`src/hdl/otfs_pkg.sv`:
```
package otfs_pkg;

  // Selection codes are 11 bits wide, enough to hold 1000 plus any base code.
  localparam int CODE_W = 11;
  localparam logic [CODE_W-1:0] CODE_LOW_OFFSET = 11'h3e8;
  localparam logic [CODE_W-1:0] CODE_UNASSIGNED = 11'h7ff;

  // Base (active-high) codes of the selectable flags.
  localparam logic [CODE_W-1:0] SEL_DRIVE_ACTIVE = 11'h000;
  localparam logic [CODE_W-1:0] SEL_BUS_SAG = 11'h003;
  localparam logic [CODE_W-1:0] SEL_SW_COMMERCIAL = 11'h00b;
  localparam logic [CODE_W-1:0] SEL_SW_SECONDARY = 11'h00c;
  localparam logic [CODE_W-1:0] SEL_SW_PRIMARY = 11'h00d;
  localparam logic [CODE_W-1:0] SEL_OUT_LIMIT_DLY = 11'h016;
  localparam logic [CODE_W-1:0] SEL_COOLER = 11'h019;
  localparam logic [CODE_W-1:0] SEL_AUTO_RESET = 11'h01a;
  localparam logic [CODE_W-1:0] SEL_UNIV_DO = 11'h01b;
  localparam logic [CODE_W-1:0] SEL_SPEED_LVL2 = 11'h01f;
  localparam logic [CODE_W-1:0] SEL_OUT_ENERGIZED = 11'h023;
  localparam logic [CODE_W-1:0] SEL_LOOP_ALARM = 11'h02a;
  localparam logic [CODE_W-1:0] SEL_LOOP_CTL = 11'h02b;
  localparam logic [CODE_W-1:0] SEL_LOOP_SLEEP = 11'h02c;
  localparam logic [CODE_W-1:0] SEL_LOW_TORQUE = 11'h02d;
  localparam logic [CODE_W-1:0] SEL_TORQUE_LVL1 = 11'h02e;
  localparam logic [CODE_W-1:0] SEL_TORQUE_LVL2 = 11'h02f;
  localparam logic [CODE_W-1:0] SEL_THERMISTOR = 11'h038;
  localparam logic [CODE_W-1:0] SEL_SPEED_LVL3 = 11'h03a;
  localparam logic [CODE_W-1:0] SEL_OPEN_WIRE = 11'h03b;
  localparam logic [CODE_W-1:0] SEL_SPEED_REACH3 = 11'h048;
  localparam logic [CODE_W-1:0] SEL_MINOR_FAULT = 11'h062;
  localparam logic [CODE_W-1:0] SEL_ANY_FAULT = 11'h063;
  localparam logic [CODE_W-1:0] SEL_SAFE_CIRCUIT = 11'h065;
  localparam logic [CODE_W-1:0] SEL_SAFE_OPEN = 11'h066;
  localparam logic [CODE_W-1:0] SEL_CHOPPER = 11'h069;

  // Number of programmable output terminals: four transistor, two relay.
  localparam int NUM_TERM = 6;

  // AXI4-Lite register map; terminal n selection sits at SEL_BASE + 4*n.
  localparam logic [7:0] REG_SEL_BASE = 8'h00;
  localparam logic [7:0] REG_FLAGS = 8'h18;
  localparam logic [7:0] REG_CTRL = 8'h1c;
  localparam logic [7:0] REG_STATUS = 8'h20;
  localparam logic [7:0] REG_TERM = 8'h24;
  localparam logic [7:0] REG_REJECT = 8'h28;

  // Field positions in the control register.
  localparam int CTRL_TORQUE_BIT = 0;
  localparam int CTRL_VECTOR_BIT = 1;
  localparam int CTRL_UDO_BIT = 2;

  // Reset values.
  localparam logic [CODE_W-1:0] SEL_RESET = 11'h7ff;
  localparam logic [2:0] CTRL_RESET = 3'h0;

  // AXI responses.
  localparam logic [1:0] RESP_OKAY = 2'h0;
  localparam logic [1:0] RESP_SLVERR = 2'h2;

  // Raw drive state feeding the running and undervoltage logic.
  typedef struct packed {
    logic outputActive;
    logic dcBraking;
    logic condensPrevent;
    logic preExcite;
    logic zeroSpeedCtl;
    logic servoLock;
    logic aboveStartFreq;
    logic belowStopFreq;
    logic busBelowLevel;
    logic uvTripped;
  } otfs_drive_t;

  // Status flags computed elsewhere in the drive.
  typedef struct packed {
    logic swCommercial;
    logic swSecondary;
    logic swPrimary;
    logic outputLimitDelayed;
    logic coolerRunning;
    logic autoResetActive;
    logic speedLevelTwoFlag;
    logic speedLevelThreeFlag;
    logic speedReachedThreeFlag;
    logic loopAlarm;
    logic loopControlActive;
    logic loopSleepStop;
    logic lowTorqueFlag;
    logic torqueLevelOneFlag;
    logic torqueLevelTwoFlag;
    logic thermistorOverheat;
    logic currentInputOpenWire;
    logic minorFaultFlag;
    logic anyFaultFlag;
    logic safeInputCircuitFault;
    logic safeInputsOpen;
    logic brakeChopperFault;
  } otfs_flags_t;

endpackage

```
`src/hdl/otfs_selector.sv`:
```
// Functional notes
// - Six output terminals, each with own code.
// - Active-low code is active-high code plus 1000.
// - Codes 25, 26, 27: cooler, auto-reset, universal.
// - Codes 31, 58, 72; 72 void under torque.
// - Codes 42, 43, 44 loop flags; void under torque.
// - Codes 45, 46, 47 select torque flags.
// - Code 56 selects thermistor overheat.
// - Code 59 selects current-input open wire.
// - 99 any fault, 1099 inverted, 98 minor.
// - Codes 101, 102, 105 select safety, chopper faults.
// - Reject active-low codes for switching functions.
// - Codes 0 and 35 show running state.
// - Outside vector hold, drive-active drops during braking or condensation prevention.
// - Energized flag: start-frequency set, stop-frequency clear.
// - Energized stays on in braking, pre-excite, zero-speed.
// - Vector: zero-speed or servo-lock asserts both flags.
// - Bus sag flag follows bus below level.
// - Bus sag flag holds during undervoltage trip.
// - Run command ignored while bus sag asserted.
module otfs_selector #(
  parameter int NUM_TERM = otfs_pkg::NUM_TERM
) (
  input wire logic clock,
  input wire logic rst_n,
  input wire otfs_pkg::otfs_drive_t drive,
  input wire otfs_pkg::otfs_flags_t flags,
  input wire logic runCmd,
  output logic runCmdAccepted,
  output logic [NUM_TERM-1:0] termOut,
  input wire logic [7:0] s_axi_awaddr,
  input wire logic s_axi_awvalid,
  output logic s_axi_awready,
  input wire logic [31:0] s_axi_wdata,
  input wire logic [3:0] s_axi_wstrb,
  input wire logic s_axi_wvalid,
  output logic s_axi_wready,
  output logic [1:0] s_axi_bresp,
  output logic s_axi_bvalid,
  input wire logic s_axi_bready,
  input wire logic [7:0] s_axi_araddr,
  input wire logic s_axi_arvalid,
  output logic s_axi_arready,
  output logic [31:0] s_axi_rdata,
  output logic [1:0] s_axi_rresp,
  output logic s_axi_rvalid,
  input wire logic s_axi_rready
);

  localparam int CW = otfs_pkg::CODE_W;

  // Codes whose function has no inverted form.
  function automatic logic noLowForm(input logic [CW-1:0] base);
    noLowForm = (base == otfs_pkg::SEL_SW_COMMERCIAL) || (base == otfs_pkg::SEL_SW_SECONDARY)
      || (base == otfs_pkg::SEL_SW_PRIMARY);
  endfunction

  // Splits a code into its base and an active-low mark.
  function automatic logic [CW:0] splitCode(input logic [CW-1:0] code);
    if (code >= otfs_pkg::CODE_LOW_OFFSET && code != otfs_pkg::CODE_UNASSIGNED) begin
      splitCode = {1'b1, code - otfs_pkg::CODE_LOW_OFFSET};
    end else begin
      splitCode = {1'b0, code};
    end
  endfunction

  // Selected flag and whether the base code is supported at all.
  function automatic logic [1:0] pickFlag(input logic [CW-1:0] base,
      input otfs_pkg::otfs_flags_t f, input logic driveActive, input logic energized,
      input logic busSag, input logic torqueMode, input logic udoVal);
    pickFlag = 2'b00;
    unique case (base)
      otfs_pkg::SEL_DRIVE_ACTIVE: pickFlag = {1'b1, driveActive};
      otfs_pkg::SEL_OUT_ENERGIZED: pickFlag = {1'b1, energized};
      otfs_pkg::SEL_BUS_SAG: pickFlag = {1'b1, busSag};
      otfs_pkg::SEL_SW_COMMERCIAL: pickFlag = {1'b1, f.swCommercial};
      otfs_pkg::SEL_SW_SECONDARY: pickFlag = {1'b1, f.swSecondary};
      otfs_pkg::SEL_SW_PRIMARY: pickFlag = {1'b1, f.swPrimary};
      otfs_pkg::SEL_OUT_LIMIT_DLY: pickFlag = {1'b1, f.outputLimitDelayed};
      otfs_pkg::SEL_COOLER: pickFlag = {1'b1, f.coolerRunning};
      otfs_pkg::SEL_AUTO_RESET: pickFlag = {1'b1, f.autoResetActive};
      otfs_pkg::SEL_UNIV_DO: pickFlag = {1'b1, udoVal};
      otfs_pkg::SEL_SPEED_LVL2: pickFlag = {1'b1, f.speedLevelTwoFlag};
      otfs_pkg::SEL_SPEED_LVL3: pickFlag = {1'b1, f.speedLevelThreeFlag};
      otfs_pkg::SEL_SPEED_REACH3: pickFlag = {!torqueMode, f.speedReachedThreeFlag};
      otfs_pkg::SEL_LOOP_ALARM: pickFlag = {!torqueMode, f.loopAlarm};
      otfs_pkg::SEL_LOOP_CTL: pickFlag = {!torqueMode, f.loopControlActive};
      otfs_pkg::SEL_LOOP_SLEEP: pickFlag = {!torqueMode, f.loopSleepStop};
      otfs_pkg::SEL_LOW_TORQUE: pickFlag = {1'b1, f.lowTorqueFlag};
      otfs_pkg::SEL_TORQUE_LVL1: pickFlag = {1'b1, f.torqueLevelOneFlag};
      otfs_pkg::SEL_TORQUE_LVL2: pickFlag = {1'b1, f.torqueLevelTwoFlag};
      otfs_pkg::SEL_THERMISTOR: pickFlag = {1'b1, f.thermistorOverheat};
      otfs_pkg::SEL_OPEN_WIRE: pickFlag = {1'b1, f.currentInputOpenWire};
      otfs_pkg::SEL_MINOR_FAULT: pickFlag = {1'b1, f.minorFaultFlag};
      otfs_pkg::SEL_ANY_FAULT: pickFlag = {1'b1, f.anyFaultFlag};
      otfs_pkg::SEL_SAFE_CIRCUIT: pickFlag = {1'b1, f.safeInputCircuitFault};
      otfs_pkg::SEL_SAFE_OPEN: pickFlag = {1'b1, f.safeInputsOpen};
      otfs_pkg::SEL_CHOPPER: pickFlag = {1'b1, f.brakeChopperFault};
      default: pickFlag = 2'b00;
    endcase
  endfunction

  logic [CW-1:0] selCode_q [NUM_TERM];
  logic [2:0] ctrl_q;
  logic [NUM_TERM-1:0] reject_q;
  logic energized_q;
  logic busSag_q;
  logic driveActive_q;
  logic [NUM_TERM-1:0] termOut_q;
  logic runCmdAccepted_q;
  logic torqueMode;
  logic vectorMode;
  logic holdZero;

  assign torqueMode = ctrl_q[otfs_pkg::CTRL_TORQUE_BIT];
  assign vectorMode = ctrl_q[otfs_pkg::CTRL_VECTOR_BIT];
  assign holdZero = vectorMode && (drive.zeroSpeedCtl || drive.servoLock);

  // Drive-active flag: running output, but not while braking or preventing condensation unless the vector zero-speed or servo-lock hold is on.
  always_ff @(posedge clock or negedge rst_n) begin
    if (!rst_n) begin
      driveActive_q <= 1'b0;
    end else begin
      driveActive_q <= holdZero || (drive.outputActive && drive.aboveStartFreq
        && !drive.dcBraking && !drive.condensPrevent);
    end
  end

  // Output-energized flag with start/stop frequency hysteresis and hold states.
  always_ff @(posedge clock or negedge rst_n) begin
    if (!rst_n) begin
      energized_q <= 1'b0;
    end else if (holdZero || drive.dcBraking || drive.preExcite || drive.zeroSpeedCtl
        || drive.condensPrevent) begin
      energized_q <= 1'b1;
    end else if (drive.outputActive && drive.aboveStartFreq) begin
      energized_q <= 1'b1;
    end else if (!drive.outputActive || drive.belowStopFreq) begin
      energized_q <= 1'b0;
    end
  end

  // Bus sag flag: follows the bus level and holds through an undervoltage trip.
  always_ff @(posedge clock or negedge rst_n) begin
    if (!rst_n) begin
      busSag_q <= 1'b0;
    end else begin
      busSag_q <= drive.busBelowLevel || drive.uvTripped;
    end
  end

  // Run command gate.
  always_ff @(posedge clock or negedge rst_n) begin
    if (!rst_n) begin
      runCmdAccepted_q <= 1'b0;
    end else begin
      runCmdAccepted_q <= runCmd && !busSag_q;
    end
  end

  // Per-terminal selection, polarity and output register.
  for (genvar t = 0; t < NUM_TERM; t++) begin : g_term
    logic [CW:0] split;
    logic [1:0] pick;
    logic supported;
    logic level;
    assign split = splitCode(selCode_q[t]);
    // The universal output level comes from the control register, not from the drive.
    assign pick = pickFlag(split[CW-1:0], flags, driveActive_q, energized_q, busSag_q,
      torqueMode, ctrl_q[otfs_pkg::CTRL_UDO_BIT]);
    assign level = pick[0];
    assign supported = pick[1] && !(split[CW] && noLowForm(split[CW-1:0]));
    always_ff @(posedge clock or negedge rst_n) begin
      if (!rst_n) begin
        termOut_q[t] <= 1'b0;
      end else begin
        termOut_q[t] <= supported && (level ^ split[CW]);
      end
    end
  end

  assign termOut = termOut_q;
  assign runCmdAccepted = runCmdAccepted_q;

  // AXI4-Lite write channel: address and data taken in either order.
  logic awHeld_q;
  logic wHeld_q;
  logic [7:0] awAddr_q;
  logic [31:0] wData_q;
  logic [3:0] wStrb_q;
  logic bValid_q;
  logic [1:0] bResp_q;
  logic doWrite;
  logic [7:0] wIdx;
  logic [CW:0] wSplit;

  assign s_axi_awready = !awHeld_q && !bValid_q;
  assign s_axi_wready = !wHeld_q && !bValid_q;
  assign doWrite = awHeld_q && wHeld_q;
  assign wIdx = awAddr_q - otfs_pkg::REG_SEL_BASE;
  // Written code split once, so the refusal test reads plain bits.
  assign wSplit = splitCode(wData_q[CW-1:0]);

  // Capture address and data, then answer once both are present.
  always_ff @(posedge clock or negedge rst_n) begin
    if (!rst_n) begin
      awHeld_q <= 1'b0;
      wHeld_q <= 1'b0;
      awAddr_q <= 8'h00;
      wData_q <= 32'h0000_0000;
      wStrb_q <= 4'h0;
      bValid_q <= 1'b0;
      bResp_q <= otfs_pkg::RESP_OKAY;
    end else begin
      if (s_axi_awvalid && s_axi_awready) begin
        awHeld_q <= 1'b1;
        awAddr_q <= s_axi_awaddr;
      end
      if (s_axi_wvalid && s_axi_wready) begin
        wHeld_q <= 1'b1;
        wData_q <= s_axi_wdata;
        wStrb_q <= s_axi_wstrb;
      end
      if (doWrite) begin
        awHeld_q <= 1'b0;
        wHeld_q <= 1'b0;
        bValid_q <= 1'b1;
        bResp_q <= (awAddr_q < otfs_pkg::REG_FLAGS || awAddr_q == otfs_pkg::REG_CTRL)
          ? otfs_pkg::RESP_OKAY : otfs_pkg::RESP_SLVERR;
      end else if (bValid_q && s_axi_bready) begin
        bValid_q <= 1'b0;
      end
    end
  end

  // Selection and control registers; a refused inverted code is recorded and not stored.
  always_ff @(posedge clock or negedge rst_n) begin
    if (!rst_n) begin
      for (int i = 0; i < NUM_TERM; i++) begin
        selCode_q[i] <= otfs_pkg::SEL_RESET;
      end
      ctrl_q <= otfs_pkg::CTRL_RESET;
      reject_q <= '0;
    end else if (doWrite) begin
      for (int i = 0; i < NUM_TERM; i++) begin
        if (wIdx == 8'(4 * i) && wStrb_q[1:0] == 2'b11) begin
          if (wSplit[CW] && noLowForm(wSplit[CW-1:0])) begin
            reject_q[i] <= 1'b1;
          end else begin
            selCode_q[i] <= wData_q[CW-1:0];
            reject_q[i] <= 1'b0;
          end
        end
      end
      if (awAddr_q == otfs_pkg::REG_CTRL && wStrb_q[0]) begin
        ctrl_q <= wData_q[2:0];
      end
    end
  end

  assign s_axi_bvalid = bValid_q;
  assign s_axi_bresp = bResp_q;

  // AXI4-Lite read channel, one cycle to answer.
  logic rValid_q;
  logic [31:0] rData_q;
  logic [1:0] rResp_q;

  assign s_axi_arready = !rValid_q;

  always_ff @(posedge clock or negedge rst_n) begin
    if (!rst_n) begin
      rValid_q <= 1'b0;
      rData_q <= 32'h0000_0000;
      rResp_q <= otfs_pkg::RESP_OKAY;
    end else if (s_axi_arvalid && s_axi_arready) begin
      rValid_q <= 1'b1;
      rResp_q <= otfs_pkg::RESP_OKAY;
      rData_q <= 32'h0000_0000;
      if (s_axi_araddr < otfs_pkg::REG_FLAGS && s_axi_araddr[1:0] == 2'b00) begin
        rData_q <= 32'(selCode_q[s_axi_araddr[4:2]]);
      end else if (s_axi_araddr == otfs_pkg::REG_FLAGS) begin
        rData_q <= 32'(flags);
      end else if (s_axi_araddr == otfs_pkg::REG_CTRL) begin
        rData_q <= 32'(ctrl_q);
      end else if (s_axi_araddr == otfs_pkg::REG_STATUS) begin
        rData_q <= {28'h0000000, runCmdAccepted_q, busSag_q, energized_q, driveActive_q};
      end else if (s_axi_araddr == otfs_pkg::REG_TERM) begin
        rData_q <= 32'(termOut_q);
      end else if (s_axi_araddr == otfs_pkg::REG_REJECT) begin
        rData_q <= 32'(reject_q);
      end else begin
        rResp_q <= otfs_pkg::RESP_SLVERR;
      end
    end else if (rValid_q && s_axi_rready) begin
      rValid_q <= 1'b0;
    end
  end

  assign s_axi_rvalid = rValid_q;
  assign s_axi_rdata = rData_q;
  assign s_axi_rresp = rResp_q;

endmodule

```
`config.mk`:
```
export PLATFORM = sky130hd
export DESIGN_NAME = otfs_selector
export DESIGN_NICKNAME = d
export VERILOG_FILES = /design/src/hdl/otfs_pkg.sv /design/src/hdl/otfs_selector.sv
export SDC_FILE = /design/constraint.sdc
export NUM_CORES = 1
export LEC_CHECK = 0
export ABC_AREA = 1
export BUFFER_PORTS_ARGS = -buffer_cell sky130_fd_sc_hd__buf_2
export CORE_MARGIN = 2
export CORE_UTILIZATION = 45
export CTS_CLUSTER_SIZE = 30
export DETAILED_ROUTE_END_ITERATION = 8
export PLACE_DENSITY = 0.61
export SYNTH_ARGS = -nofsm -noshare
export SYNTH_HDL_FRONTEND = slang
export SYNTH_SLANG_ARGS = --single-unit
```
`constraint.sdc`:
```
create_clock -name clock -period 4.6 [get_ports clock]
set_clock_uncertainty 0.1 [all_clocks]
set_input_delay 0.92 -clock clock [delete_from_list [all_inputs] [get_ports clock]]
set_output_delay 0.92 -clock clock [all_outputs]
set_load 0.02 [all_outputs]
```
-- Yosys cells after proc, flatten, opt, wreduce, memory -nomap -nowiden
Index checks and enable logic that the tools add are counted.
- memory bits (writable): 0
- memories kept: 0
- register bits after elaboration: 146
- word-level logic and storage cells: 382
- ROM bits: 0
- latch bits: 0
- output and inout port bits: 48
- bitwise gates (word level): 8
- add/subtract/negate cells: 7
- shift-type cells: 0
- $mul: 0
- mux-type cells: 41
- divide/modulo/power cells: 0
- reduce and logical (&&, ||, !) cells: 111
- equality and inequality tests: 172
- order comparisons: 10
- operators with widths (operator ; number):
    $eq A11 B6 Y1 const B ; 60
    $eq A11 B7 Y1 const B ; 36
    $eq A11 B5 Y1 const B ; 30
    $pmux W2 S26 ; 6
    $eq A11 B4 Y1 const B ; 21
    $mux W12 ; 7
    $ge A11 B10 Y1 const B ; 7
    $ne A11 B11 Y1 const B ; 7
    $sub A11 B10 Y11 const B ; 7
    $eq A11 B2 Y1 const B ; 6
    $logic_not A11 Y1 ; 6
    $logic_and A1 B1 Y1 ; 47
    $mux W22 ; 2
    $eq A8 B5 Y1 const B ; 5
    $bmux W11 S3 ; 1
    $eq A8 B6 Y1 const B ; 3
    $mux W6 ; 4
    $logic_or A1 B1 Y1 ; 23
    $mux W11 ; 2
    $reduce_and A3 Y1 ; 6
    $eq A8 B4 Y1 const B ; 2
    $lt A8 B5 Y1 const B ; 2
    $logic_not A1 Y1 ; 15
    $mux W2 ; 7
    other kinds (12) ; 37

-- Depth between registers and ports, before layout
Gate-level depths: netlist of the first run.
- word-level depth: 10
- gate-level depth with buffers: 25
- gate-level depth less buffers: 24

-- Worst setup path before layout of the first run
OpenSTA, ideal clock, no wires.
- path kind: reg-to-reg
- start point: reg selCode_q[36] in the netlist's numbering
- end point: reg termOut_q[2], in the netlist termOut[2]
- slack: 1.965 ns
- arrival time: 2.417 ns
- required time: 4.382 ns
- stages on the path, launching flop included: 21
- setup time: 0.118 ns
- cells stage by stage: dfstp_2 inv_1 ha_1 inv_1 nand3_1 nor2_1 nor2_1 nand2_2 nand2_2 buf_6 nand2_1 nand2_2 nor3_4 buf_4 nand2_1 nand2_1 nor2_1 nand3_1 nor2_1 a21oi_1 nor2_1
- cells in the longest elaborated chain, start to end: 10
- RTL lines (item ; line ; RTL):
    start, declared ; otfs_selector.sv:103 ; logic [CW-1:0] selCode_q [NUM_TERM];
    start signal, assigned by index ; otfs_selector.sv:240 ; selCode_q[i] <= otfs_pkg::SEL_RESET;
    start signal, assigned by index ; otfs_selector.sv:250 ; selCode_q[i] <= wData_q[CW-1:0];
    $ge A11 B10 Y1 or $ne A11 B11 Y1 (tied branches) ; otfs_selector.sv:60 ; if (code >= otfs_pkg::CODE_LOW_OFFSET && code != otfs_pkg::CODE_UNASSIGNED) begin
    $logic_and A1 B1 Y1 ; otfs_selector.sv:60 ;
    $mux W12 * ; otfs_selector.sv:60 ;
    branches (longest 6 deep; another with $pmux W2 S26) ; n/a ;
    $logic_and A1 B1 Y1 * ; otfs_selector.sv:177 ; termOut_q[t] <= supported && (level ^ split[CW]);
    end signal, assigned by index ; otfs_selector.sv:177 ;
    end, declared ; otfs_selector.sv:109 ; logic [NUM_TERM-1:0] termOut_q;
Mark *: on every way between the ends.
A chain may end at the register's enable or synchronous reset.

-- Worst setup path in the final report of the first run
Same ends and word-level chain as after synthesis.

==> results of run 1 <==
power groups by stage:
stage / logic (mW) / clock network, mW / registers, mW
after floorplan: 0.875 / 0 / 1.55
after global placement: 1.37 / 0 / 1.60
after detailed placement: 1.38 / 0 / 1.61
after CTS: 1.39 / 1.35 / 1.59
after global routing: 1.53 / 1.40 / 1.61
final: 1.41 / 1.34 / 1.60
worst max-delay path: stages (launching register included):
cell and delay [ns]:
dfstp_2 0.56, inv_1 0.10, ha_1 0.25, inv_1 0.10
nand3_1 0.12, nor2_1 0.12, nor2_1 0.06, nand2_2 0.18
nand2_2 0.18, nand2_1 0.09, nand2_1 0.09, nor3_4 0.72
nand3_1 0.23, o21ai_1 0.19, nor2_1 0.05, nand2_1 0.10
nand3b_1 0.12, nand2_1 0.05, nor2_1 0.13
final cells by class:
type                    count  area [um^2]  area share, %
clock buffers              18          439           3.17
clock inverters            14          124          0.895
inverters                 219          822           5.94
multi-input cells        1681         7950           57.5
flip-flops and latches    134         3440           24.8
well taps                 378          473           3.42
repair buffers            113          594           4.29
metal layers:
metal	GRT usage (%)	routed length (um)	vias up
met2	51.9	21400	623
met5	0	13	-
met3	7.36	4210	76
met4	10.8	1520	2
met1	46.2	21700	6579
li1	-	-	7036
final timing paths:
kind | slack [ns] | from | to | depth (start not counted)
hold / removal | 0.38 | s_axi_rdata[17] | s_axi_rdata[17] | 2
max in group asynchronous | 2.89 | rst_n | selCode_q[48] | 2
setup reg to reg | 0.96 | selCode_q[36] | termOut[2] | 18
setup / recovery | 0.96 | selCode_q[36] | termOut[2] | 18
min in group asynchronous | 0.49 | rst_n | s_axi_rdata[7] | 1
hold reg to reg | 0.38 | s_axi_rdata[17] | s_axi_rdata[17] | 2
kinds of logic (layout without fill, tap and decap cells):
logic type / after synthesis / in the layout / share of synthesized area [%]
multiplexers: 8 / 8 / 0.714
other: 1 / 12 / 0.0297
AND/OR/NAND/NOR: 1361 / 1361 / 46.8
AO/OA/AOI/OAI: 267 / 267 / 12.7
flip-flops: 134 / 134 / 27.2
XOR/XNOR: 26 / 26 / 1.81
buffers and inverters: 299 / 364 / 10.0
adder cells (fa/ha/maj): 7 / 7 / 0.694
layout by cell type (no fill, tap or decap), drive strengths merged, types with 35 or more instances in the layout:
cell	netlist	layout
nand2	642	642
nor2	355	355
nand3	230	230
inv	214	218
o21ai	122	122
buf	52	113
nand4	84	84
dfrtp	68	68
dfstp	66	66
a21oi	52	52
nor3	35	35
registers in the layout (all words and copies together) (netlist names):
signal          count
wData_q            11
runCmdAccepted      1
s_axi_rresp         1
awAddr_q            8
selCode_q          66
awHeld_q            1
s_axi_bresp         1
driveActive_q       1
s_axi_rdata        22
energized_q         1
s_axi_bvalid        1
wHeld_q             1
ctrl_q              3
busSag_q            1
wStrb_q             2
termOut             6
reject_q            6
s_axi_rvalid        1
==> flow_results.xml, run 1 <==
<?xml version="1.0" encoding="UTF-8"?>
<metrics>
  <group name="run_status">
    <metric name="outcome" unit="">finished, final reports clean</metric>
  </group>
  <group name="logic_synthesis">
    <metric name="synth.most_common_cell" unit="">nand2_1</metric>
    <metric name="synth_edf_count" unit="">0</metric>
    <metric name="seq_area_frac_synth" unit="%">27.2</metric>
    <metric name="synth_ff_type" unit="">dfrtp_1</metric>
    <metric name="ys.warnings.count" unit="">0</metric>
    <metric name="synth_top_area_cell" unit="">nand2_1</metric>
    <metric name="synthesis.area_per_instance" unit="um^2">6.00</metric>
    <metric name="post-synth-top-area-fraction" unit="%">18.7</metric>
    <metric name="ys_seq_elements" unit="">134</metric>
    <metric name="synth_area" unit="um^2">12600</metric>
    <metric name="ys_top_cells_by_count" unit="">627 x nand2_1, 327 x nor2_1, 221 x nand3_1, 210 x inv_1, 112 x o21ai_0</metric>
    <metric name="synth.lib_cells_used.distinct" unit="">51</metric>
    <metric name="asyncSetResetFlopFracSynth" unit="%">100</metric>
    <metric name="netlist_top_cells_area" unit="">nand2_1 19%, dfstp_2 14%, dfrtp_1 13%, nor2_1 9.7%, nand3_1 8.8%</metric>
    <metric name="syn-instance-count" unit="">2103</metric>
  </group>
  <group name="placed_design">
    <metric name="placement.io_buffers" unit="">104</metric>
    <metric name="placedInstanceArea" unit="um^2">13300</metric>
    <metric name="placement.setup.worst_slack" unit="ns">0.991</metric>
    <metric name="hpwl" unit="um">36300</metric>
    <metric name="finalWeightedCongestion" unit="">0.963</metric>
    <metric name="dp.cells" unit="">2525</metric>
  </group>
  <group name="detailed_routing">
    <metric name="dr.first_iter.drc_count" unit="">1847</metric>
    <metric name="routed-via-count" unit="">14300</metric>
    <metric name="wirelength" unit="um">48900</metric>
    <metric name="number_of_antenna_violating_nets_in_the_routed_design" unit="">0</metric>
    <metric name="via_per_inst" unit="">5.60</metric>
    <metric name="remaining_drc_errors" unit="">0</metric>
    <metric name="avgRoutedWirePerCell" unit="um">19.1</metric>
    <metric name="drt_first_pass_iters" unit="">5</metric>
  </group>
  <group name="final_layout">
    <metric name="final_layout_size_suffix_gt1_share" unit="%">13.0</metric>
    <metric name="finish.net_count" unit="">2265</metric>
    <metric name="fillers" unit="">2970</metric>
    <metric name="final_cells" unit="">2557</metric>
    <metric name="finish.instance_area" unit="um^2">13800</metric>
    <metric name="fin_util" unit="%">50.0</metric>
    <metric name="layout-area-overhead-vs-synth" unit="%">9.75</metric>
    <metric name="antenna_cells" unit="">0</metric>
  </group>
  <group name="timing">
    <metric name="slew_viol_final" unit="">0</metric>
    <metric name="report.final.setup_viol" unit="">0</metric>
    <metric name="timing.max_slew.rel_slack" unit="%">31.2</metric>
    <metric name="max_freq" unit="MHz">275</metric>
    <metric name="grt_setup_unrepaired" unit="">no</metric>
    <metric name="final_period_minus_worst_setup_slack" unit="ns">3.64</metric>
    <metric name="worst_pin_slew" unit="ns">1.03</metric>
    <metric name="layout_worst_path_cycle_share" unit="%">79.2</metric>
    <metric name="layout_setup_ws" unit="ns">0.957</metric>
    <metric name="finalSetupTns" unit="ns">0</metric>
    <metric name="hold_violations" unit="">0</metric>
    <metric name="fin_worst_hold_slack" unit="ns">0.375</metric>
  </group>
  <group name="clock_tree">
    <metric name="number_of_hold_repair_buffers_added_at_the_cts_stage" unit="">0</metric>
    <metric name="cts_root_buf" unit="">clkbuf_16</metric>
    <metric name="post-cts-setup-buffers" unit="">0</metric>
    <metric name="clock_sink_count" unit="">134</metric>
    <metric name="clkTransAtPathRegs" unit="ns">0.06</metric>
    <metric name="h-tree-depth" unit="">4</metric>
    <metric name="clkLatencyLatePin" unit="ns">0.44</metric>
    <metric name="tritoncts" unit="">yes</metric>
    <metric name="ctsLongestPathBuffers" unit="">2</metric>
    <metric name="post_cts_resize_count" unit="">0</metric>
    <metric name="cts-buffers-inserted" unit="">17</metric>
  </group>
  <group name="setup_path">
    <metric name="crit_path_end_kind" unit="">flip-flop</metric>
    <metric name="worst-setup-path-type" unit="">flip-flop to flip-flop</metric>
    <metric name="worstPathRequired" unit="ns">4.85</metric>
    <metric name="cp_max_fo" unit="">25</metric>
    <metric name="critical_path.startpoint_type" unit="">flip-flop</metric>
    <metric name="critical_path_arrival" unit="ns">3.89</metric>
  </group>
  <group name="global_routing">
    <metric name="grt_usage" unit="%">33.4</metric>
    <metric name="wire_length_of_the_first_global_routing_pass" unit="um">73700</metric>
    <metric name="first_global_vias" unit="">12400</metric>
    <metric name="overflow" unit="">0</metric>
    <metric name="antenna_violations_before_repair" unit="">1</metric>
    <metric name="grt_max_degree" unit="">99</metric>
  </group>
  <group name="floorplanning">
    <metric name="start_util" unit="%">45.5</metric>
    <metric name="die_wd" unit="um">171</metric>
    <metric name="die_area" unit="um^2">29400</metric>
    <metric name="core_region_area" unit="um^2">27700</metric>
    <metric name="num_io_pins" unit="">140</metric>
    <metric name="fp.dieH" unit="um">171</metric>
    <metric name="row_cnt" unit="">61</metric>
  </group>
  <group name="power">
    <metric name="part_of_the_power_in_registers" unit="%">36.8</metric>
    <metric name="comb_power_share" unit="%">32.4</metric>
    <metric name="p_int" unit="mW">2.53</metric>
    <metric name="power.density" unit="nW/um^2">314</metric>
    <metric name="total_switching_power" unit="mW">1.82</metric>
    <metric name="power.share.clock" unit="%">30.8</metric>
    <metric name="design_power_total" unit="mW">4.35</metric>
    <metric name="switching_share" unit="%">41.8</metric>
    <metric name="ir_drop" unit="uV">347</metric>
    <metric name="p_leak" unit="nW">6.72</metric>
  </group>
  <group name="hold_path">
    <metric name="type_of_the_worst_min_delay_path" unit="">flip-flop to flip-flop</metric>
  </group>
  <group name="job">
    <metric name="timing.max_cap.violations" unit="">0</metric>
  </group>
</metrics>
Note: power is estimated with default switching activity, not from simulation.
==> run 2: changes to the inputs <==
ABC_AREA = 0   (was 1)
clock period = 3.72 ns   (was 4.6 ns; I/O delays follow)
==> run 2 against run 1 <==
Against the previous run:
- maximum frequency rose by 3.5%
- final cell count decreased by 25%
- register-to-register slack lost 0.76 ns
- final area is 2.0% lower
- hold slack worse by 0.17 ns
- first-iteration DRC count down 10%
- worst setup slack worse by 0.76 ns
- area after synthesis down 5.9%
- highest routed layer is now met4
==> flow_results.xml, run 2 <==
<?xml version="1.0" encoding="UTF-8"?>
<metrics>
  <group name="run_status">
    <metric name="outcome" unit="">finished, final reports clean</metric>
  </group>
  <group name="floorplanning">
    <metric name="die_wd" unit="um">166</metric>
    <metric name="core_region_area" unit="um^2">26000</metric>
    <metric name="row_cnt" unit="">59</metric>
    <metric name="start_util" unit="%">45.7</metric>
    <metric name="die_area" unit="um^2">27700</metric>
    <metric name="fp.dieH" unit="um">166</metric>
    <metric name="num_io_pins" unit="">140</metric>
  </group>
  <group name="placed_design">
    <metric name="dp.cells" unit="">1874</metric>
    <metric name="finalWeightedCongestion" unit="">0.959</metric>
    <metric name="placement.io_buffers" unit="">104</metric>
    <metric name="hpwl" unit="um">31600</metric>
    <metric name="placement.setup.worst_slack" unit="ns">0.274</metric>
  </group>
  <group name="setup_path">
    <metric name="critical_path_arrival" unit="ns">3.77</metric>
    <metric name="cp.buffers_inverters" unit="">1</metric>
    <metric name="worstPathRequired" unit="ns">3.97</metric>
    <metric name="worst-setup-path-type" unit="">flip-flop to flip-flop</metric>
    <metric name="setup.worst_path.start" unit="">selCode_q[47]</metric>
    <metric name="crit_path_end_kind" unit="">flip-flop</metric>
    <metric name="critical_path.startpoint_type" unit="">flip-flop</metric>
    <metric name="path_common_cell" unit="">a41oi_1</metric>
    <metric name="worst_path_largest_cell_delay" unit="ns">0.53</metric>
    <metric name="cp_max_fo" unit="">7</metric>
    <metric name="path_delay_family" unit="">compound AO/OA/AOI/OAI gates</metric>
    <metric name="crit_chain" unit="">inv_1 -&gt; ha_1 -&gt; nor2b_1 -&gt; a41oi_1 -&gt; o31a_1 -&gt; xnor2_1 -&gt; nor3b_1 -&gt; o211ai_1 -&gt; a21boi_0 -&gt; nor4_1 -&gt; mux2_2 -&gt; a41oi_1</metric>
    <metric name="critPathSlowestCell" unit="">dfstp_2</metric>
    <metric name="critical_path.reg2reg.startpoint" unit="">selCode_q[47]</metric>
  </group>
  <group name="global_routing">
    <metric name="overflow" unit="">0</metric>
    <metric name="wire_length_of_the_first_global_routing_pass" unit="um">67700</metric>
    <metric name="first_global_vias" unit="">11600</metric>
    <metric name="antenna_violations_before_repair" unit="">0</metric>
    <metric name="grt_max_degree" unit="">62</metric>
    <metric name="grt_usage" unit="%">31.2</metric>
  </group>
  <group name="hold_path">
    <metric name="type_of_the_worst_min_delay_path" unit="">input port to asynchronous set/reset pin</metric>
  </group>
  <group name="timing">
    <metric name="max_freq" unit="MHz">284</metric>
    <metric name="fin_worst_hold_slack" unit="ns">0.207</metric>
    <metric name="slew_viol_final" unit="">0</metric>
    <metric name="grt_setup_unrepaired" unit="">no</metric>
    <metric name="finalSetupTns" unit="ns">0</metric>
    <metric name="layout_worst_path_cycle_share" unit="%">94.6</metric>
    <metric name="timing.max_slew.rel_slack" unit="%">35.9</metric>
    <metric name="final_period_minus_worst_setup_slack" unit="ns">3.52</metric>
    <metric name="worst_pin_slew" unit="ns">0.961</metric>
    <metric name="report.final.setup_viol" unit="">0</metric>
    <metric name="layout_setup_ws" unit="ns">0.201</metric>
    <metric name="hold_violations" unit="">0</metric>
  </group>
  <group name="detailed_routing">
    <metric name="number_of_antenna_violating_nets_in_the_routed_design" unit="">0</metric>
    <metric name="dr.first_iter.drc_count" unit="">1654</metric>
    <metric name="via_per_inst" unit="">6.52</metric>
    <metric name="routed-via-count" unit="">12400</metric>
    <metric name="remaining_drc_errors" unit="">0</metric>
    <metric name="wirelength" unit="um">44000</metric>
    <metric name="avgRoutedWirePerCell" unit="um">23.1</metric>
    <metric name="drt_first_pass_iters" unit="">6</metric>
  </group>
  <group name="logic_synthesis">
    <metric name="synth.lib_cells_used.distinct" unit="">87</metric>
    <metric name="synthesis.area_per_instance" unit="um^2">8.04</metric>
    <metric name="synthSimpleGateAreaFrac" unit="%">24.3</metric>
    <metric name="netlist_top_cells_area" unit="">dfstp_2 15%, dfrtp_1 14%, mux2_2 8.3%, nand2_1 5.3%, o21ai_0 5.0%</metric>
    <metric name="post-synth-top-area-fraction" unit="%">14.6</metric>
    <metric name="ys_seq_elements" unit="">134</metric>
    <metric name="seq_area_frac_synth" unit="%">28.9</metric>
    <metric name="synth.most_common_cell" unit="">nand2_1</metric>
    <metric name="synth.area.mux_share" unit="%">14.7</metric>
    <metric name="synth_edf_count" unit="">0</metric>
    <metric name="synth_top_area_cell" unit="">dfstp_2</metric>
    <metric name="synth_top_family_by_area" unit="">simple AND/OR/NAND/NOR gates</metric>
    <metric name="synth_area" unit="um^2">11900</metric>
    <metric name="yosys.area_share.adder" unit="%">0.738</metric>
    <metric name="complex_gate_fraction_of_the_synthesized_area" unit="%">23.6</metric>
    <metric name="synth_ff_type" unit="">dfrtp_1</metric>
    <metric name="asyncSetResetFlopFracSynth" unit="%">100</metric>
    <metric name="ys.warnings.count" unit="">0</metric>
    <metric name="post_synth_xor_area_fraction" unit="%">1.11</metric>
    <metric name="ys_top_cells_by_count" unit="">167 x nand2_1, 119 x o21ai_0, 100 x clkbuf_1, 98 x nor2_1, 88 x mux2_2</metric>
    <metric name="syn-instance-count" unit="">1477</metric>
  </group>
  <group name="power">
    <metric name="power.density" unit="nW/um^2">389</metric>
    <metric name="ir_drop" unit="uV">423</metric>
    <metric name="p_leak" unit="nW">5.35</metric>
  </group>
  <group name="job">
    <metric name="timing.max_cap.violations" unit="">0</metric>
  </group>
  <group name="clock_tree">
    <metric name="clkTransAtPathRegs" unit="ns">0.07</metric>
    <metric name="cts_root_buf" unit="">clkbuf_16</metric>
    <metric name="h-tree-depth" unit="">4</metric>
    <metric name="post-cts-setup-buffers" unit="">0</metric>
    <metric name="clock_sink_count" unit="">134</metric>
    <metric name="ctsLongestPathBuffers" unit="">2</metric>
    <metric name="clkLatencyLatePin" unit="ns">0.44</metric>
    <metric name="cts-buffers-inserted" unit="">17</metric>
    <metric name="tritoncts" unit="">yes</metric>
  </group>
  <group name="final_layout">
    <metric name="most-common-layout-cells" unit="">167 x nand2_1, 119 x o21ai_0, 103 x buf_2</metric>
    <metric name="final_common_cell" unit="">nand2_1</metric>
    <metric name="max_ffs_per_register" unit="">66</metric>
    <metric name="antenna_cells" unit="">0</metric>
    <metric name="finish.net_count" unit="">1657</metric>
    <metric name="final_cells" unit="">1906</metric>
    <metric name="fillers" unit="">2467</metric>
    <metric name="fin_util" unit="%">52.2</metric>
    <metric name="registers.top_by_ff_count" unit="">selCode_q</metric>
    <metric name="layout-area-overhead-vs-synth" unit="%">14.3</metric>
    <metric name="final_layout_size_suffix_gt1_share" unit="%">26.2</metric>
  </group>
</metrics>
run 2: final timing paths:
path | to | slack [ns] | depth (start not counted)
worst max register to register | termOut[1] | 0.20 | 12
min in group clock | s_axi_rdata[0] | 0.38 | 2
max in group asynchronous | selCode_q[51] | 2.55 | 2
worst min register to register | s_axi_rdata[0] | 0.38 | 2
worst min-delay path | wData_q[3] | 0.21 | 1
worst max-delay path | termOut[1] | 0.20 | 12
run 2: logic make-up after synthesis:
kind of cell    count (synthesis)
other cells                     1
xor+xnor                       15
flops                         134
fa+ha+maj                       7
buf+inv                       191
mux                           145
simple gates                  571
compound gates                413
run 2: power breakdown:
part	internal (mW)	total [mW]	switching (mW)
clock	1.03	1.84	0.803
sequential	1.66	2.04	0.373
combinational	0.573	1.41	0.836
total	3.27	5.28	2.01
run 2: area by class of cell:
class                      instances  area [um^2]  share of cell area [%]
clock inverter                    15          206                    1.52
sequential                       134         3440                    25.3
inverter                          56          210                    1.55
timing repair buffer             186         1150                    8.51
tap                              335          419                    3.09
clock buffer                      17          425                    3.14
multi-input combinational       1163         7710                    56.9
run 2: timing repair:
item,CTS,global route
resized for setup,0,1
hold buffers,0,0
endpoints found under the setup margin,0,1
run 2: through the flow:
step                area (um^2)  power (mW)
floorplan                 11900        2.79
global placement          12900        3.41
detailed placement        12900        3.43
CTS                       13600        5.28
global route              13600        5.49
finish                    13600        5.28
run 2: layer usage:
layer / share of wire (%) / global-route usage [%]
met1: 42 / 42.4
met2: 46 / 49.3
met3: 7.8 / 4.44
met4: 4.7 / 14.4
met5: 0 / 0
